File: config.mk
export PLATFORM = sky130hd
export DESIGN_NAME = fica_bridge
export DESIGN_NICKNAME = d
export VERILOG_FILES = /design/src/rtl/fica_pkg.sv /design/src/rtl/fica_bridge.sv
export SDC_FILE = /design/constraint.sdc
export NUM_CORES = 1
export LEC_CHECK = 0
export ABC_AREA = 0
export BUFFER_PORTS_ARGS = -buffer_cell sky130_fd_sc_hd__buf_2
export CORE_MARGIN = 1
export CORE_UTILIZATION = 50
export CTS_BUF_LIST = sky130_fd_sc_hd__clkbuf_8
export CTS_CLUSTER_DIAMETER = 200
export DETAILED_ROUTE_END_ITERATION = 10
export GPL_TIMING_DRIVEN = 1
export PLACE_DENSITY = 0.8
export SLEW_MARGIN = 15
export SYNTH_ARGS = -nofsm -noshare
export SYNTH_HDL_FRONTEND = slang
export SYNTH_SLANG_ARGS = --single-unit
export TNS_END_PERCENT = 10
File: constraint.sdc
create_clock -name clk -period 3.4 [get_ports clk]
set_clock_uncertainty 0.2 [all_clocks]
set_input_delay 0.68 -clock clk [delete_from_list [all_inputs] [get_ports clk]]
set_output_delay 0.68 -clock clk [all_outputs]
set_load 0.01 [all_outputs]
File: src/rtl/fica_pkg.sv
// Constants and state types shared by the fabric register bridge.
package fica_pkg;
    localparam int AXI_AW = 12;
    localparam int PORTS = 3;
    // Register byte offsets.
    localparam logic [11:0] OFS_DATA = 12'h000;
    localparam logic [11:0] OFS_CMD = 12'h004;
    localparam logic [11:0] OFS_FC0 = 12'h010;
    localparam logic [11:0] OFS_FC_STEP = 12'h004;
    localparam logic [11:0] OFS_WIN = 12'h200;
    localparam logic [11:0] WIN_MASK = 12'he00;
    localparam int WIN_IW = 7;
    localparam int WIN_LSB = 2;
    // Command register fields.
    localparam int CMD_BUSY = 31;
    localparam int CMD_RNW = 30;
    localparam int CMD_INC = 29;
    localparam int CMD_DEC = 28;
    localparam int CMD_BE_LO = 16;
    localparam logic [3:0] BE_ALL = 4'hf;
    localparam logic [15:0] ADDR_STEP = 16'h0001;
    // Manual flow control register fields.
    localparam int FC_BP = 0;
    localparam int FC_RX = 1;
    localparam int FC_TX = 2;
    localparam int FC_MAN = 3;
    localparam logic [3:0] FC_RST = 4'h0;
    localparam logic [31:0] DATA_RST = 32'h0000_0000;
    localparam logic [15:0] ADDR_RST = 16'h0000;
    localparam logic [3:0] BE_RST = 4'h0;
    // Bus responses.
    localparam logic [1:0] RESP_OKAY = 2'h0;
    localparam logic [1:0] RESP_SLVERR = 2'h2;

    typedef enum logic [0:0] {ST_IDLE, ST_FABRIC} fica_fsm_e;

    typedef struct packed {
        fica_fsm_e st;
        logic [31:0] data;
        logic rnw;
        logic inc;
        logic dec;
        logic [3:0] be;
        logic [15:0] addr;
        logic [PORTS-1:0][3:0] fc;
        logic bvalid;
        logic [1:0] bresp;
        logic rvalid;
        logic [31:0] rdata;
        logic [1:0] rresp;
        logic [PORTS-1:0] tx_en;
        logic [PORTS-1:0] rx_en;
    } fica_state_s;
endpackage

File: src/rtl/fica_bridge.sv
// Indirect fabric register access bridge with per-port flow control enables.
`timescale 1ns/1ns
`default_nettype none
module fica_bridge #(
    parameter logic [15:0] WIN_FAB_BASE = 16'h0000
) (
    // Clock and reset
    input wire logic clk,
    input wire logic rst_n,
    // AXI4-Lite slave
    input wire logic [fica_pkg::AXI_AW-1:0] s_axi_awaddr,
    input wire logic s_axi_awvalid,
    output logic s_axi_awready,
    input wire logic [31:0] s_axi_wdata,
    input wire logic [3:0] s_axi_wstrb,
    input wire logic s_axi_wvalid,
    output logic s_axi_wready,
    output logic [1:0] s_axi_bresp,
    output logic s_axi_bvalid,
    input wire logic s_axi_bready,
    input wire logic [fica_pkg::AXI_AW-1:0] s_axi_araddr,
    input wire logic s_axi_arvalid,
    output logic s_axi_arready,
    output logic [31:0] s_axi_rdata,
    output logic [1:0] s_axi_rresp,
    output logic s_axi_rvalid,
    input wire logic s_axi_rready,
    // Fabric register port
    output logic fab_req,
    output logic fab_we,
    output logic [15:0] fab_addr,
    output logic [3:0] fab_be,
    output logic [31:0] fab_wdata,
    input wire logic fab_ack,
    input wire logic [31:0] fab_rdata,
    // Per-port link status
    input wire logic [fica_pkg::PORTS-1:0] port_full_duplex,
    input wire logic [fica_pkg::PORTS-1:0] port_an_enable,
    input wire logic [fica_pkg::PORTS-1:0] port_an_complete,
    input wire logic [fica_pkg::PORTS-1:0] port_lp_an_able,
    input wire logic [fica_pkg::PORTS-1:0] port_adv_pause,
    input wire logic [fica_pkg::PORTS-1:0] port_adv_asym,
    input wire logic [fica_pkg::PORTS-1:0] port_lp_pause,
    input wire logic [fica_pkg::PORTS-1:0] port_lp_asym,
    // Per-port flow control enables
    output logic [fica_pkg::PORTS-1:0] port_tx_fc_en,
    output logic [fica_pkg::PORTS-1:0] port_rx_fc_en
);
    fica_pkg::fica_state_s q, d;
    logic wr_fire;
    logic rd_fire;
    logic idle;
    logic [11:0] wa;
    logic [11:0] ra;
    logic [31:0] wmask;
    logic w_data, w_cmd, w_win;
    logic [31:0] cmd_rd;
    logic [31:0] cmd_new;
    logic [15:0] addr_stepped;
    logic [fica_pkg::PORTS-1:0] tx_res;
    logic [fica_pkg::PORTS-1:0] rx_res;

    assign wr_fire = s_axi_awvalid & s_axi_wvalid & ~q.bvalid;
    assign rd_fire = s_axi_arvalid & ~q.rvalid;
    assign s_axi_awready = wr_fire;
    assign s_axi_wready = wr_fire;
    assign s_axi_arready = ~q.rvalid;
    assign idle = (q.st == fica_pkg::ST_IDLE);
    assign wa = {s_axi_awaddr[11:2], 2'h0};
    assign ra = {s_axi_araddr[11:2], 2'h0};
    assign wmask = {{8{s_axi_wstrb[3]}}, {8{s_axi_wstrb[2]}},
                    {8{s_axi_wstrb[1]}}, {8{s_axi_wstrb[0]}}};
    assign w_data = wr_fire & (wa == fica_pkg::OFS_DATA);
    assign w_cmd = wr_fire & (wa == fica_pkg::OFS_CMD);
    assign w_win = wr_fire & ((wa & fica_pkg::WIN_MASK) == fica_pkg::OFS_WIN);
    assign cmd_rd = {~idle, q.rnw, q.inc, q.dec, 8'h00, q.be, q.addr};
    assign cmd_new = (cmd_rd & ~wmask) | (s_axi_wdata & wmask);
    // Decrement wins only when increment is clear; both set steps up.
    assign addr_stepped = q.inc ? q.addr + fica_pkg::ADDR_STEP : q.addr - fica_pkg::ADDR_STEP;

    // Flow control resolution; advertisement bits are inputs only, never written here.
    for (genvar p = 0; p < fica_pkg::PORTS; p++)
    begin : g_fc
        logic man, sym;
        assign man = q.fc[p][fica_pkg::FC_MAN] | ~port_an_enable[p];
        assign sym = port_adv_pause[p] & port_lp_pause[p];
        assign tx_res[p] = man ? (port_full_duplex[p] ? q.fc[p][fica_pkg::FC_TX]
                                                      : q.fc[p][fica_pkg::FC_BP])
            : ~port_an_complete[p] ? 1'b0
            : (~port_lp_an_able[p] | ~port_full_duplex[p]) ? q.fc[p][fica_pkg::FC_BP]
            : sym | (~port_adv_pause[p] & port_adv_asym[p] & port_lp_pause[p]
                     & port_lp_asym[p]);
        assign rx_res[p] = man ? (port_full_duplex[p] & q.fc[p][fica_pkg::FC_RX])
            : (~port_an_complete[p] | ~port_lp_an_able[p] | ~port_full_duplex[p]) ? 1'b0
            : sym | (port_adv_pause[p] & port_adv_asym[p] & ~port_lp_pause[p]
                     & port_lp_asym[p]);
    end

    always_comb
    begin
        d = q;
        d.tx_en = tx_res;
        d.rx_en = rx_res;
        if (q.bvalid && s_axi_bready)
            d.bvalid = 1'b0;
        if (q.rvalid && s_axi_rready)
            d.rvalid = 1'b0;
        // Accesses that would start a cycle are dropped while busy, so the
        // fabric never sees an address or data change under a request.
        if (wr_fire)
        begin
            d.bvalid = 1'b1;
            d.bresp = fica_pkg::RESP_OKAY;
            if (w_data)
            begin
                if (idle)
                begin
                    d.data = (q.data & ~wmask) | (s_axi_wdata & wmask);
                    if ((q.inc || q.dec) && !q.rnw)
                        d.st = fica_pkg::ST_FABRIC;
                end
            end
            else if (w_cmd)
            begin
                if (idle)
                begin
                    d.rnw = cmd_new[fica_pkg::CMD_RNW];
                    d.inc = cmd_new[fica_pkg::CMD_INC];
                    d.dec = cmd_new[fica_pkg::CMD_DEC];
                    d.be = cmd_new[fica_pkg::CMD_BE_LO +: 4];
                    d.addr = cmd_new[15:0];
                    if (cmd_new[fica_pkg::CMD_BUSY])
                        d.st = fica_pkg::ST_FABRIC;
                end
            end
            else if (w_win)
            begin
                if (idle)
                begin
                    d.data = (q.data & ~wmask) | (s_axi_wdata & wmask);
                    d.addr = WIN_FAB_BASE
                        + 16'(s_axi_awaddr[fica_pkg::WIN_LSB +: fica_pkg::WIN_IW]);
                    d.be = fica_pkg::BE_ALL;
                    d.rnw = 1'b0;
                    d.st = fica_pkg::ST_FABRIC;
                end
            end
            else
            begin
                d.bresp = fica_pkg::RESP_SLVERR;
                for (int i = 0; i < fica_pkg::PORTS; i++)
                begin
                    if (wa == fica_pkg::OFS_FC0 + 12'(i) * fica_pkg::OFS_FC_STEP)
                    begin
                        d.bresp = fica_pkg::RESP_OKAY;
                        if (s_axi_wstrb[0])
                            d.fc[i] = s_axi_wdata[3:0];
                    end
                end
            end
        end
        if (rd_fire)
        begin
            d.rvalid = 1'b1;
            d.rresp = fica_pkg::RESP_OKAY;
            d.rdata = 32'h0000_0000;
            if (ra == fica_pkg::OFS_DATA)
            begin
                d.rdata = q.data;
                if (idle && q.rnw && (q.inc || q.dec))
                begin
                    d.addr = addr_stepped;
                    d.st = fica_pkg::ST_FABRIC;
                end
            end
            else if (ra == fica_pkg::OFS_CMD)
                d.rdata = cmd_rd;
            else if ((ra & fica_pkg::WIN_MASK) == fica_pkg::OFS_WIN)
                d.rdata = 32'h0000_0000;
            else
            begin
                d.rresp = fica_pkg::RESP_SLVERR;
                for (int i = 0; i < fica_pkg::PORTS; i++)
                begin
                    if (ra == fica_pkg::OFS_FC0 + 12'(i) * fica_pkg::OFS_FC_STEP)
                    begin
                        d.rresp = fica_pkg::RESP_OKAY;
                        d.rdata = {28'h0000_000, q.fc[i]};
                    end
                end
            end
        end
        if (!idle && fab_ack)
        begin
            d.st = fica_pkg::ST_IDLE;
            if (q.rnw)
                d.data = fab_rdata;
            else if (q.inc || q.dec)
                d.addr = addr_stepped;
        end
    end

    always_ff @(posedge clk or negedge rst_n)
    begin
        if (!rst_n)
        begin
            q.st <= fica_pkg::ST_IDLE;
            q.data <= fica_pkg::DATA_RST;
            q.rnw <= 1'b0;
            q.inc <= 1'b0;
            q.dec <= 1'b0;
            q.be <= fica_pkg::BE_RST;
            q.addr <= fica_pkg::ADDR_RST;
            q.fc <= {fica_pkg::PORTS{fica_pkg::FC_RST}};
            q.bvalid <= 1'b0;
            q.bresp <= fica_pkg::RESP_OKAY;
            q.rvalid <= 1'b0;
            q.rdata <= 32'h0000_0000;
            q.rresp <= fica_pkg::RESP_OKAY;
            q.tx_en <= '0;
            q.rx_en <= '0;
        end
        else
            q <= d;
    end

    assign s_axi_bvalid = q.bvalid;
    assign s_axi_bresp = q.bresp;
    assign s_axi_rvalid = q.rvalid;
    assign s_axi_rdata = q.rdata;
    assign s_axi_rresp = q.rresp;
    assign fab_req = ~idle;
    assign fab_we = ~q.rnw;
    assign fab_addr = q.addr;
    assign fab_be = q.be;
    assign fab_wdata = q.data;
    assign port_tx_fc_en = q.tx_en;
    assign port_rx_fc_en = q.rx_en;
endmodule
`default_nettype wire

==> reports/metrics.csv <==
metric,value,unit
result of the run,"complete, no violations",
post-synthesis instance total,730,
Setup Slack @ Placement,525,ps
max-capacitance violation count,0,
Yosys top cell area share,39.5,%
routed vias,5735,
residual overflow from global routing,0,
clock latency on the worst-skew pair,390,ps
sort of element at the start of the critical path,flip-flop,
"Core Util, Final",57.8,%
final critical-path share of the clock period,80.2,%
Pre-Repair DR Iteration Count,5,
share of flip-flops with an asynchronous set or reset after synthesis,100,%
maximum count of clock buffers along a single path,2,
first-pass GRT wire length,28400,um
flop and latch count out of synthesis,110,
Worst slew margin,35.0,%
weighted congestion at the end of routability-driven global placement,0.968,
Final Max Slew Viols,0,
PortBufs,218,
pwr/cell area,503,mW/mm^2
# IOs,225,
r2r endpoint,fab_addr[10]$_DFF_PN0_,
Iteration-0 DRC Markers,328,
cell count of the worst reg-to-reg path,8,
most common flop cell mapped by yosys,sky130_fd_sc_hd__dfrtp_1,
required time reported for the critical path endpoint,3450,ps
shortest period the worst path allows,2730,ps
area of the mapped netlist,0.00697,mm^2
number of gates resized after CTS,0,
crit path kind,reg -> reg,
top achievable clock speed,0.367,GHz
share of cells above drive strength 1,33.5,%
area of the die,0.0144,mm^2
hold buffers post-CTS,0,
Final ANT Viol Nets,0,
Hold WS,36.7,ps
drt via density,5.59,
stage delay of the slowest cell on the critical path,420,ps
Critical Path Fanout Max,8,
Wirelength per Cell,17.5,um
area delta synth->final,11.0,%
highest-delay cell along the critical path,sky130_fd_sc_hd__nor3_1,
CP endpoint kind,flip-flop,
CP Depth,8,
leakage power total,3.80,nW
antenna violations before repair,1,
number of endpoints failing setup at the final stage,0,
fin worst setup slack,674,ps
H-tree levels,3,
via count of the first global-routing pass,5504,
number of sinks on the clock net,110,
die extent in x,120,um
Worst IR Drop VDD,0.254,mV
sequential area share after synthesis,39.5,%
core outline area,0.0134,mm^2
Final Net Count,985,
Post-synth EDFFs,0,
number of failing hold endpoints at the final stage,0,
biggest area contributors in the synthesized netlist,"sky130_fd_sc_hd__dfrtp_1 39%, sky130_fd_sc_hd__buf_4 10%, sky130_fd_sc_hd__mux2i_1 8.9%, sky130_fd_sc_hd__nand2_1 5.1%, sky130_fd_sc_hd__o21ai_0 4.2%",
worst hold-check path type,in -> async,
root buffer selected by CTS,sky130_fd_sc_hd__clkbuf_8,
Synth cell types,64,
setup repair bufs after CTS,0,
most frequent standard cell in the layout excluding fill and tap cells,sky130_fd_sc_hd__buf_2,
Syn. warnings,0,
TritonCTS Buffers,9,
final setup TNS,0,ps
Critical path destination,fab_addr[10]$_DFF_PN0_,
cell chain of the critical path,inv_1 -> ha_1 -> o211a_1 -> o21a_1 -> nor3_1 -> o21ai_0 -> a31oi_1 -> o41ai_2,
half-perimeter wire length after placement,13400,um
standard-cell rows,42,
most frequent cells in the layout,"217 x sky130_fd_sc_hd__buf_2, 110 x sky130_fd_sc_hd__dfrtp_1, 93 x sky130_fd_sc_hd__nand2_1, 62 x sky130_fd_sc_hd__mux2i_1, 59 x sky130_fd_sc_hd__o21ai_0",
fillers,1200,
syn avg cell area,9.55,um^2
kind of cell adding the most delay to the critical path,compound AO/OA/AOI/OAI gates,
number of remaining DRC errors,0,
clock tree from TritonCTS,done,
total buffers and inverters traversed by the critical path,1,
register-to-register path setup slack,670,ps
gr usage total,25.5,%
pin count of the biggest net entering global routing,61,
height of the die,120,um
clock-pin slew on the worst setup and hold paths,110,ps
WL final,18000,um
initial core utilization,52.0,%
arrival time of data at the critical path endpoint,2780,ps
slew at the pin closest to its max-slew limit,975,ps
Inserted Diodes,0,
unrepaired setup endpoints after global routing,false,
Synth area leader,sky130_fd_sc_hd__dfrtp_1,
==> where the power goes <==
part           total [W]  internal (W)  switching [W]  leakage [nW]
registers        0.00184       0.00157       0.000273          1.45
logic            0.00131      0.000560       0.000751          2.27
clock network   0.000741      0.000299       0.000442        0.0886
==> cells in the mapped netlist (all sizes together), types with 8 or more instances <==
master / count
a21oi: 34
a22o: 8
buf: 107
clkbuf: 17
dfrtp: 110
ha: 14
inv: 13
mux2: 23
mux2i: 62
nand2: 94
nand2b: 8
nand3: 24
nor2: 33
nor3: 11
o21ai: 61
o22ai: 11
o31ai: 22
xnor2: 9
==> layout make-up <==
class                   count  area (um^2)  area share, %
clock buffers              11          151           1.96
clock inverters             4         23.8          0.307
inverters                  13         48.8          0.630
multi-input cells         484         3350           43.3
flip-flops and latches    110         2750           35.6
well taps                 176          220           2.85
repair buffers            228         1190           15.4
==> worst min-delay path by stage <==
stage                     cells after the start                           to  slack, ps
after floorplan                               0                    async pin        180
after global placement                        2   s_axi_rdata[7]$_DFFE_PN0P_        250
after detailed placement                      2  s_axi_rdata[31]$_DFFE_PN0P_        260
after CTS                                     1      fab_wdata[24]$_DFF_PN0_         30
after global routing                          1      fab_wdata[24]$_DFF_PN0_         70
final                                         1      fab_wdata[24]$_DFF_PN0_         40
==> per-stage QoR <==
step | cells | area (um^2) | power [W]
final | 1026 | 7740 | 0.00389
after global routing | 1026 | 7740 | 0.00415
after CTS | 1026 | 7740 | 0.00392
after detailed placement | 1011 | 7560 | 0.00317
after global placement | 1011 | 7560 | 0.00314
after floorplan | 731 | 6980 | 0.00290
==> flip-flops by register name, summed over array words and instances, names as in the netlist, 3 cells and up, named ones only <==
| register | flops |
|---|---|
| fab_wdata | 32 |
| q | 12 |
| port_tx_fc_en | 3 |
| fab_addr | 16 |
| fab_be | 4 |
| s_axi_rdata | 32 |
| port_rx_fc_en | 3 |
==> kinds of logic after synthesis <==
logic type	count (synthesis)	synth area share, %
mux	85	12.6
buf+inv	137	12.7
other cells	1	0.0538
xor+xnor	14	1.76
simple gates	192	14.2
compound gates	175	16.3
fa+ha+maj	16	2.94
flops	110	39.5
==> layer usage <==
metal / share of wire [%] / GRT usage, % / up-vias
li1: - / - / 2733
met2: 47 / 40.9 / 235
met3: 7.2 / 4.52 / 24
met4: 2.0 / 8.59 / 0
met5: 0 / 0 / -
met1: 44 / 34.7 / 2743
No activity file was read; power rests on OpenSTA's default activity.
